$ cat src/design/ermc_pkg.sv
// package for the emergency-run mode controller: register map, codes, timing
// assumes a 200 MHz sys_clk and an ahb-lite register bus of 32-bit words
package ermc_pkg;
    // byte offsets of the register words
    localparam logic [7:0] ERMC_SEL_OFS = 8'h00;
    localparam logic [7:0] ERMC_ARSEL_OFS = 8'h04;
    localparam logic [7:0] ERMC_LIMIT_OFS = 8'h08;
    localparam logic [7:0] ERMC_MAXSPD_OFS = 8'h0C;
    localparam logic [7:0] ERMC_STATUS_OFS = 8'h10;
    localparam logic [7:0] ERMC_IRQST_OFS = 8'h14;
    localparam logic [7:0] ERMC_IRQMSK_OFS = 8'h18;
    localparam logic [7:0] ERMC_LOG_OFS = 8'h1C;
    localparam logic [7:0] ERMC_KEY_OFS = 8'h20;
    // reset values
    localparam logic [15:0] ERMC_SEL_RST = 16'h0000;
    localparam logic [7:0] ERMC_LIMIT_RST = 8'h03;
    localparam logic [15:0] ERMC_MAXSPD_RST = 16'h0000;
    // selection codes
    localparam logic [15:0] ERMC_SEL_OFF = 16'h0000;
    localparam logic [15:0] ERMC_SEL_ALARM = 16'h0001;
    localparam logic [15:0] ERMC_SEL_MAXSPD = 16'h0002;
    localparam logic [15:0] ERMC_SEL_RSVD = 16'h0003;
    localparam logic [15:0] ERMC_SEL_COAST = 16'h0004;
    // operating state parameter codes
    localparam logic [3:0] ERMC_OPST_NORMAL = 4'h0;
    localparam logic [3:0] ERMC_OPST_EMERG = 4'h1;
    // alarm code reported while shown, an arbitrary numbering
    localparam logic [15:0] ERMC_ALARM_CODE = 16'h00D3;
    // interrupt bits: entry, exit, critical fault
    localparam int ERMC_IRQ_W = 3;
    localparam int ERMC_IRQ_ENTER = 0;
    localparam int ERMC_IRQ_EXIT = 1;
    localparam int ERMC_IRQ_CRIT = 2;
    // fault vector layout: bit 0 overvoltage, bit 1 overcurrent
    localparam int ERMC_FLT_W = 8;
    localparam logic [7:0] ERMC_CRIT_MASK = 8'h03;
    // one-second auto-reset delay in sys_clk cycles
    localparam int ERMC_CLK_MHZ = 200;
    localparam int ERMC_AR_DELAY_MS = 1000;
    localparam int ERMC_AR_CYC = ERMC_AR_DELAY_MS * 1000 * ERMC_CLK_MHZ;
    localparam int ERMC_AR_CNT_W = 28;
    localparam logic [1:0] ERMC_HTRANS_NONSEQ = 2'b10;
endpackage

$ cat src/design/ermc_ctrl.sv
// emergency-run mode controller with ahb-lite registers
// assumes the designated input is a raw field pin and the key pulse is
// synchronous to sys_clk; drive faults and commands come from on-chip logic
//
// The AHB-Lite interface to the registers and the register offsets were chosen for this implementation.
`timescale 1ns/10ps
module ermc_ctrl #(
    parameter int AR_CYC = ermc_pkg::ERMC_AR_CYC
) (
    // clock and reset
    input wire logic sys_clk,
    input wire logic rst,
    // ahb-lite slave
    input wire logic hsel,
    input wire logic [31:0] haddr,
    input wire logic [1:0] htrans,
    input wire logic hwrite,
    input wire logic [2:0] hsize,
    input wire logic [31:0] hwdata,
    input wire logic hready,
    output logic hreadyout,
    output logic hresp,
    output logic [31:0] hrdata,
    // field side
    input wire logic designated_input_line,
    input wire logic halt_key,
    output logic indication_output_line,
    // drive core side
    input wire logic [15:0] speed_ref_in,
    input wire logic run_cmd_in,
    input wire logic general_enable_in,
    input wire logic [7:0] fault_in,
    output logic [15:0] speed_ref_out,
    output logic run_cmd_out,
    output logic pulse_enable,
    output logic [7:0] fault_out,
    output logic crit_fault_reset,
    output logic [15:0] emergency_alarm_code,
    output logic [3:0] operating_state_param,
    output logic irq
);
    typedef struct packed {
        logic [1:0] din_sync;
        logic active;
        logic alarm_shown;
        logic [15:0] sel;
        logic ar_sel;
        logic [7:0] limit;
        logic [15:0] max_spd;
        logic [2:0] irq_st;
        logic [2:0] irq_msk;
        logic [31:0] log_cnt;
        logic [7:0] ar_count;
        logic [27:0] ar_tmr;
        logic ar_wait;
        logic ar_pulse;
        logic ap_valid;
        logic ap_write;
        logic [7:0] ap_addr;
        logic [31:0] rdata;
    } ermc_state_t;

    ermc_state_t s_r, s_nxt;

    // a selection that arms the function; 0 and reserved 3 do not
    function automatic logic ermc_armed(input logic [15:0] sel);
        ermc_armed = (sel == ermc_pkg::ERMC_SEL_ALARM) ||
            (sel == ermc_pkg::ERMC_SEL_MAXSPD) ||
            (sel == ermc_pkg::ERMC_SEL_COAST);
    endfunction

    logic din_open;
    logic crit_seen;
    logic ar_allowed;
    logic [2:0] ev;
    logic rd_hit;
    logic rd_req;

    assign din_open = ~s_r.din_sync[1];
    assign crit_seen = s_r.active && |(fault_in & ermc_pkg::ERMC_CRIT_MASK);
    // limited policy counts resets against the normal limit
    assign ar_allowed = s_r.ar_sel || (s_r.ar_count < s_r.limit);
    assign rd_hit = s_r.ap_valid && !s_r.ap_write;
    assign rd_req = hsel && hready && htrans[1] && !hwrite;

    // next-state logic: sync, mode, bus, auto-reset, log
    always_comb begin
        s_nxt = s_r;
        ev = '0;
        // two-stage sync; only the second stage is read
        s_nxt.din_sync = {s_r.din_sync[0], designated_input_line};
        // enter on open when armed, leave only on close
        if (!s_r.active && din_open && ermc_armed(s_r.sel)) begin
            s_nxt.active = 1'b1;
            s_nxt.alarm_shown = 1'b1;
            s_nxt.log_cnt = s_r.log_cnt + 32'h1;
            ev[ermc_pkg::ERMC_IRQ_ENTER] = 1'b1;
        end else if (s_r.active && !din_open) begin
            s_nxt.active = 1'b0;
            s_nxt.alarm_shown = 1'b0;
            s_nxt.ar_count = '0;
            s_nxt.ar_wait = 1'b0;
            ev[ermc_pkg::ERMC_IRQ_EXIT] = 1'b1;
        end else if (s_r.active && halt_key) begin
            s_nxt.alarm_shown = 1'b0;
        end
        // critical fault auto-reset, one second after detection
        s_nxt.ar_pulse = 1'b0;
        if (crit_seen && !s_r.ar_wait && ar_allowed) begin
            s_nxt.ar_wait = 1'b1;
            s_nxt.ar_tmr = '0;
            ev[ermc_pkg::ERMC_IRQ_CRIT] = 1'b1;
        end else if (s_r.ar_wait && s_r.active) begin
            if (s_r.ar_tmr == ermc_pkg::ERMC_AR_CNT_W'(AR_CYC - 1)) begin
                s_nxt.ar_wait = 1'b0;
                s_nxt.ar_pulse = 1'b1;
                if (!s_r.ar_sel && s_r.ar_count != 8'hFF) begin
                    s_nxt.ar_count = s_r.ar_count + 8'h1;
                end
            end else begin
                s_nxt.ar_tmr = s_r.ar_tmr + 28'h1;
            end
        end
        // a wait left from a closed period must not leak into the next one
        if (!s_nxt.active) begin
            s_nxt.ar_wait = 1'b0;
        end
        // bus data phase; a read of the interrupt status word clears it, set wins
        s_nxt.irq_st = s_r.irq_st;
        if (s_r.ap_valid && s_r.ap_write) begin
            case (s_r.ap_addr)
                ermc_pkg::ERMC_SEL_OFS: s_nxt.sel = hwdata[15:0];
                ermc_pkg::ERMC_ARSEL_OFS: s_nxt.ar_sel = hwdata[0];
                ermc_pkg::ERMC_LIMIT_OFS: s_nxt.limit = hwdata[7:0];
                ermc_pkg::ERMC_MAXSPD_OFS: s_nxt.max_spd = hwdata[15:0];
                ermc_pkg::ERMC_IRQMSK_OFS: s_nxt.irq_msk = hwdata[2:0];
                default: ;
            endcase
        end
        if (rd_hit && s_r.ap_addr == ermc_pkg::ERMC_IRQST_OFS) begin
            s_nxt.irq_st = '0;
        end
        s_nxt.irq_st = s_nxt.irq_st | ev;
        // address phase capture
        s_nxt.ap_valid = hsel && hready && htrans[1];
        s_nxt.ap_write = hwrite;
        s_nxt.ap_addr = haddr[7:0];
        s_nxt.rdata = '0;
        if (rd_req) begin
            case (haddr[7:0])
                ermc_pkg::ERMC_SEL_OFS: s_nxt.rdata = {16'h0, s_r.sel};
                ermc_pkg::ERMC_ARSEL_OFS: s_nxt.rdata = {31'h0, s_r.ar_sel};
                ermc_pkg::ERMC_LIMIT_OFS: s_nxt.rdata = {24'h0, s_r.limit};
                ermc_pkg::ERMC_MAXSPD_OFS: s_nxt.rdata = {16'h0, s_r.max_spd};
                ermc_pkg::ERMC_STATUS_OFS:
                    s_nxt.rdata = {28'h0, s_r.ar_wait, s_r.alarm_shown,
                        din_open, s_r.active};
                ermc_pkg::ERMC_IRQST_OFS: s_nxt.rdata = {29'h0, s_r.irq_st};
                ermc_pkg::ERMC_IRQMSK_OFS: s_nxt.rdata = {29'h0, s_r.irq_msk};
                ermc_pkg::ERMC_LOG_OFS: s_nxt.rdata = s_r.log_cnt;
                ermc_pkg::ERMC_KEY_OFS: s_nxt.rdata = {24'h0, s_r.ar_count};
                default: s_nxt.rdata = '0;
            endcase
        end
    end

    // state register; the log counter has no write path at all
    always_ff @(posedge sys_clk) begin
        if (rst) begin
            s_r <= '0;
            s_r.din_sync <= 2'b11;
            s_r.sel <= ermc_pkg::ERMC_SEL_RST;
            s_r.limit <= ermc_pkg::ERMC_LIMIT_RST;
            s_r.max_spd <= ermc_pkg::ERMC_MAXSPD_RST;
        end else begin
            s_r <= s_nxt;
        end
    end

    // zero-wait slave, always okay
    assign hreadyout = 1'b1;
    assign hresp = 1'b0;
    assign hrdata = s_r.rdata;
    assign irq = |(s_r.irq_st & s_r.irq_msk);

    // drive core overrides
    assign indication_output_line = s_r.active;
    assign speed_ref_out = (s_r.active && s_r.sel == ermc_pkg::ERMC_SEL_MAXSPD)
        ? s_r.max_spd : speed_ref_in;
    // stop requests and general enable ignored while active
    assign run_cmd_out = s_r.active | (run_cmd_in & general_enable_in);
    assign pulse_enable = s_r.active
        ? (s_r.sel != ermc_pkg::ERMC_SEL_COAST)
        : general_enable_in;
    // ordinary faults masked, critical ones pass
    assign fault_out = s_r.active
        ? (fault_in & ermc_pkg::ERMC_CRIT_MASK) : fault_in;
    assign crit_fault_reset = s_r.ar_pulse;
    assign emergency_alarm_code = s_r.alarm_shown
        ? ermc_pkg::ERMC_ALARM_CODE : 16'h0000;
    assign operating_state_param = s_r.active
        ? ermc_pkg::ERMC_OPST_EMERG : ermc_pkg::ERMC_OPST_NORMAL;

    // checks
    a_off_no_entry: assert property (@(posedge sys_clk) disable iff (rst)
        (s_r.sel == ermc_pkg::ERMC_SEL_OFF) && !s_r.active |=> !s_r.active)
        else $error("entered mode while off");
    a_rsvd_no_entry: assert property (@(posedge sys_clk) disable iff (rst)
        (s_r.sel == ermc_pkg::ERMC_SEL_RSVD) && !s_r.active |=> !s_r.active)
        else $error("entered mode on reserved");
    a_alarm_on_entry: assert property (@(posedge sys_clk) disable iff (rst)
        $rose(s_r.active) |-> emergency_alarm_code == ermc_pkg::ERMC_ALARM_CODE)
        else $error("alarm missing on entry");
    a_speed_forced: assert property (@(posedge sys_clk) disable iff (rst)
        s_r.active && s_r.sel == ermc_pkg::ERMC_SEL_MAXSPD
        |-> speed_ref_out == s_r.max_spd)
        else $error("speed not forced");
    a_coast_pulses: assert property (@(posedge sys_clk) disable iff (rst)
        s_r.active && s_r.sel == ermc_pkg::ERMC_SEL_COAST |-> !pulse_enable)
        else $error("pulses on in coast");
    a_key_clears: assert property (@(posedge sys_clk) disable iff (rst)
        s_r.active && halt_key && din_open |=>
        emergency_alarm_code == 16'h0000 &&
        operating_state_param == ermc_pkg::ERMC_OPST_EMERG)
        else $error("key did not clear alarm");
    a_output_tracks: assert property (@(posedge sys_clk) disable iff (rst)
        indication_output_line == s_r.active)
        else $error("indication wrong");
    a_stop_ignored: assert property (@(posedge sys_clk) disable iff (rst)
        s_r.active && !general_enable_in |-> run_cmd_out)
        else $error("stop honoured in mode");
    a_faults_masked: assert property (@(posedge sys_clk) disable iff (rst)
        s_r.active |-> (fault_out & ~ermc_pkg::ERMC_CRIT_MASK) == 8'h00)
        else $error("ordinary fault passed");
    a_crit_pass: assert property (@(posedge sys_clk) disable iff (rst)
        fault_out[1:0] == fault_in[1:0])
        else $error("critical fault lost");
    a_log_counts: assert property (@(posedge sys_clk) disable iff (rst)
        $rose(s_r.active) |-> s_r.log_cnt == $past(s_r.log_cnt) + 32'h1)
        else $error("period not logged");
    a_exit_on_close: assert property (@(posedge sys_clk) disable iff (rst)
        $fell(s_r.active) |-> !$past(din_open))
        else $error("left mode while open");
    a_ar_delay: assert property (@(posedge sys_clk) disable iff (rst)
        s_r.ar_pulse |-> $past(s_r.ar_wait))
        else $error("reset without wait");

    // outside the mode the run command is passed through, gated by the general enable
    a_normal_run: assert property (@(posedge sys_clk) disable iff (rst)
        !s_r.active |-> run_cmd_out == (run_cmd_in & general_enable_in))
        else $error("run command altered in normal mode");

    // outside the mode every fault reaches the core
    a_normal_faults: assert property (@(posedge sys_clk) disable iff (rst)
        !s_r.active |-> fault_out == fault_in)
        else $error("fault masked in normal mode");

    // outside the mode the general enable gates the pulses again
    a_normal_pulses: assert property (@(posedge sys_clk) disable iff (rst)
        !s_r.active |-> pulse_enable == general_enable_in)
        else $error("pulses altered in normal mode");

    // outside the mode the speed reference is never overridden
    a_normal_speed: assert property (@(posedge sys_clk) disable iff (rst)
        !s_r.active |-> speed_ref_out == speed_ref_in)
        else $error("speed altered in normal mode");

    // no stop request can end the mode while the contact stays open
    a_stay_while_open: assert property (@(posedge sys_clk) disable iff (rst)
        s_r.active && din_open |=> s_r.active)
        else $error("mode left while input open");

    // only the max-speed selection touches the reference
    a_speed_kept: assert property (@(posedge sys_clk) disable iff (rst)
        s_r.active && s_r.sel != ermc_pkg::ERMC_SEL_MAXSPD
        |-> speed_ref_out == speed_ref_in)
        else $error("speed changed without max selection");

    // general enable low must not stop the pulses unless coasting
    a_pulses_kept: assert property (@(posedge sys_clk) disable iff (rst)
        s_r.active && s_r.sel != ermc_pkg::ERMC_SEL_COAST |-> pulse_enable)
        else $error("pulses stopped in mode");

    // entry needs an open contact seen through the synchroniser
    a_enter_open: assert property (@(posedge sys_clk) disable iff (rst)
        $rose(s_r.active) |-> $past(din_open))
        else $error("entered with input closed");

    // entry needs an arming selection; 0, 3 and unknown codes never arm
    a_enter_armed: assert property (@(posedge sys_clk) disable iff (rst)
        $rose(s_r.active) |-> ermc_armed($past(s_r.sel)))
        else $error("entered on a non-arming selection");

    // the log moves only on entry, so software cannot wipe it
    a_log_steady: assert property (@(posedge sys_clk) disable iff (rst)
        !$rose(s_r.active) |-> $stable(s_r.log_cnt))
        else $error("log changed outside entry");

    // entry is always reported to software
    a_enter_irq: assert property (@(posedge sys_clk) disable iff (rst)
        $rose(s_r.active) |-> s_r.irq_st[ermc_pkg::ERMC_IRQ_ENTER])
        else $error("entry not flagged");

    // exit is always reported to software
    a_exit_irq: assert property (@(posedge sys_clk) disable iff (rst)
        $fell(s_r.active) |-> s_r.irq_st[ermc_pkg::ERMC_IRQ_EXIT])
        else $error("exit not flagged");

    // the fault reset is a single-cycle strobe
    a_reset_single: assert property (@(posedge sys_clk) disable iff (rst)
        s_r.ar_pulse |=> !s_r.ar_pulse)
        else $error("fault reset held too long");

    // auto-reset only acts for faults raised inside the mode
    a_reset_when_act: assert property (@(posedge sys_clk) disable iff (rst)
        s_r.ar_pulse |-> $past(s_r.active))
        else $error("fault reset outside mode");

    // limited policy starts no wait once the limit is used up
    a_limit_kept: assert property (@(posedge sys_clk) disable iff (rst)
        $rose(s_r.ar_wait) && !$past(s_r.ar_sel)
        |-> $past(s_r.ar_count) < $past(s_r.limit))
        else $error("auto-reset past limit");

    // the wait timer never runs beyond its terminal count
    a_timer_bound: assert property (@(posedge sys_clk) disable iff (rst)
        s_r.ar_wait |-> s_r.ar_tmr <= ermc_pkg::ERMC_AR_CNT_W'(AR_CYC - 1))
        else $error("auto-reset timer overran");

    // read data stands only in the data phase of a read
    a_rdata_idle: assert property (@(posedge sys_clk) disable iff (rst)
        !$past(rd_req) |-> hrdata == 32'h0000_0000)
        else $error("read data outside data phase");

    // no pending fault reset survives the end of the mode
    a_no_wait_idle: assert property (@(posedge sys_clk) disable iff (rst)
        !s_r.active |-> !s_r.ar_wait)
        else $error("auto-reset wait left pending");

    // once cleared by the key the alarm stays off for the period
    a_alarm_stays_off: assert property (@(posedge sys_clk) disable iff (rst)
        s_r.active && !s_r.alarm_shown |=> !s_r.alarm_shown)
        else $error("alarm shown again in period");

    // no alarm at all while the mode is off
    a_alarm_off_norm: assert property (@(posedge sys_clk) disable iff (rst)
        !s_r.active |-> emergency_alarm_code == 16'h0000)
        else $error("alarm outside mode");

    // each critical fault that starts a wait is flagged
    a_crit_irq: assert property (@(posedge sys_clk) disable iff (rst)
        $rose(s_r.ar_wait) |-> s_r.irq_st[ermc_pkg::ERMC_IRQ_CRIT])
        else $error("critical fault not flagged");
endmodule

$ cat config.mk
export PLATFORM = sky130hd
export DESIGN_NAME = ermc_ctrl
export DESIGN_NICKNAME = d
export VERILOG_FILES = /design/src/design/ermc_pkg.sv /design/src/design/ermc_ctrl.sv
export SDC_FILE = /design/constraint.sdc
export NUM_CORES = 1
export LEC_CHECK = 0
export BUFFER_PORTS_ARGS = -buffer_cell sky130_fd_sc_hd__clkbuf_2
export CAP_MARGIN = 10
export CORE_UTILIZATION = 50
export CTS_CLUSTER_DIAMETER = 40
export DETAILED_ROUTE_END_ITERATION = 10
export PLACE_DENSITY = 0.87
export SYNTH_ARGS = -nofsm -noshare
export SYNTH_HDL_FRONTEND = slang
export SYNTH_SLANG_ARGS = --single-unit
$ cat constraint.sdc
create_clock -name sys_clk -period 3.1 [get_ports sys_clk]
set_clock_uncertainty 0.15 [all_clocks]
set_input_delay 0 -clock sys_clk [delete_from_list [all_inputs] [get_ports sys_clk]]
set_output_delay 0 -clock sys_clk [all_outputs]
set_load 0.005 [all_outputs]
==> impl_metrics.toml <==
[status]
outcome = "completed"

[floorplanning]
io_pins = 185
row_count = 45
die_area_um2 = 16200
coreArea_um2 = 15300
fp.dieH_um = 127
start_util = 0.513
die_w_um = 127

[setup_path]
required_ps = 2950
crit_slowest_cell = "nand2b_1"
path_max_fanout = 16
endpoint_kind = "output pin"
cp.arrival_ps = 2840
path_buf_inv = 2
crit_path_start_kind = "flip-flop"
r2r_slack_ps = 370
worst_path_largest_cell_delay_ps = 570
cp_cell_sequence = "nor4_1 > nand4_1 > buf_4 > nand2b_1 > mux2_2 > clkbuf_2"
critical_path.top_delay_family = "simple AND/OR/NAND/NOR gates"
worstSetupPathType = "reg -> out"

[sta]
timing.final.ws_setup_ps = 114
timing.fmax_mhz = 335
min_period_over_period = 0.963
rsz0062_at_grt = "no"
setup_tns_ps = 0
tightest_slew_ps = 915
setup_violations = 0
slew_headroom = 0.390
final_max_slew_viol_count = 0
hold_viol = 0
min_period_ps = 2990
whs_ps = 35.9

[clock_tree]
cts_buffer_depth = 2
cts.sinks = 163
clkLatencyLatePin_ps = 430
htreeDepth = 4
cts_resized = 0
root_buffer = "clkbuf_16"
cts_made_buffers = 17
post_cts.repair.setup_buffers = 0
cts_tree = "built"
path_clk_slew_ps = 60

[power]
p_switching_mw = 0.983
p_total_mw = 4.33
ir_drop_v = 0.000336
pwr-share-comb = 0.042
p_int_mw = 3.35
power_density_nw_per_um2 = 473
p_leak_nw = 3.60
clkPwrFrac = 0.472
sw_frac_of_total = 0.227
power_frac_seq = 0.486

[cells_and_area]
fin_area_um2 = 9160
drive_above_1_share = 0.201
final_nets = 1126
postLayoutCoreUtil = 0.600
syn_to_final_growth_pct = 17.0
fin_cells = 1238
num_antenna_cells = 0

[routing]
ant_nets = 0
drt_first_iter_violations = 731
wl_um = 19000
vias_per_cell = 5.63
wire_per_inst_um = 15.4
drc_errors = 0
first_pass_iters = 5
vias = 6975

[job]
drv_cap = 0

[global_routing]
track_usage = 0.240
antenna_found_initial = 0
gr-total-overflow = 0
first_global_vias = 6488
grt_pass1_wl_um = 30800
grt_max_degree = 92

[logic_synthesis]
yosysWarnings = 0
yosys.area.top_type = "dfxtp_1"
syn_area_um2 = 7830
synth_area_leaders = "dfxtp_1 (42%), buf_4 (5.4%), a21oi_1 (5.0%)"
synth_cells = 911
ys_seq_area_frac = 0.417
synth_edf_count = 0
ys_seq_elements = 163
synth_common_cells = "dfxtp_1 (163), nand2_1 (93), a21oi_1 (78), nor2_1 (77), buf_4 (56)"
synthFlopType = "dfxtp_1"
synth_top_cell_area_share = 0.417
synth.distinct_cells = 62
async_flop_share = 0
yosys.cell_count.top_type = "dfxtp_1"
syn_area_per_cell_um2 = 8.59

[hold_path]
holdCritPathClass = "in -> out"

[place]
portBuffers = 124
gp_congestion = 0.914
dp_slack_ps = 550
dpl.cell_count = 1176
hpwl_um = 12900
placed_area_um2 = 8290
[flip-flops by register name, indices dropped and copies added, names as in the netlist]
name / flops
s_r: 128
indication_output_line: 1
hrdata: 32
crit_fault_reset: 1
s_nxt: 1
[placed cells by master, fill, tap and decap left out, types with 11 or more instances in the layout]
cell,count
a21oi_1,78
a22oi_1,15
and2_1,15
and3_1,17
buf_4,19
clkbuf_16,17
clkbuf_2,123
conb_1,16
dfxtp_1,163
dlygate4sd3_1,30
inv_1,19
mux2_2,17
mux2i_1,25
nand2_1,93
nand3_1,33
nand4_1,16
nor2_1,77
nor2b_1,17
nor3_1,16
nor4_1,22
o21ai_0,15
o31ai_1,22
or4_1,22
xnor2_1,17
xor2_1,11
[power by group through the flow]
stage / clock network [mW] / logic (mW) / registers [mW]
global placement: 0 / 0.148 / 2.15
global route: 2.16 / 0.199 / 2.11
floorplan: 0 / 0.0888 / 2.15
detailed placement: 0 / 0.149 / 2.15
finish: 2.04 / 0.182 / 2.11
CTS: 2.06 / 0.180 / 2.11
[routing by layer]
layer,track usage,vias up,wire length [um]
li1,-,3395,-
met1,0.281,3250,7820
met2,0.417,275,9430
met3,0.0523,55,1180
met4,0.115,0,599
met5,0,-,0
[kinds of logic (layout without fill, tap and decap cells)]
group	after synthesis	count (layout)	synth area share
and+or+nand+nor	376	376	0.253
other	2	16	0.000959
buffers and inverters	122	224	0.0886
muxes	43	43	0.0593
DFF	163	163	0.417
adders and majority gates	10	10	0.0160
xor gates and xnor gates	28	28	0.0313
AOI/OAI and AO/OA	167	167	0.134
[timing repair]
action                     CTS  global route
hold endpoints to repair    63             0
setup endpoints to repair    0             0
hold buffers                30             0
[worst paths after layout]
| path | start | cells past startpoint | endpoint |
|---|---|---|---|
| worst max-delay path | s_r[158] | 6 | speed_ref_out[0] |
| worst min-delay path | fault_in[1] | 2 | fault_out[1] |
| worst max register to register | s_r[158] | 6 | s_r[100] |
| worst min register to register | s_nxt[162] | 1 | s_r[162] |
[final cells by class]
type                    count  area [um^2]
clock buffers              20          457
multi-input cells         640         3920
inverters                  19         71.3
flip-flops and latches    163         3260
fillers                  1296         6100
clock inverters            12          118
repair buffers            173         1060
well taps                 211          264
(Power assumes the default switching activity.)
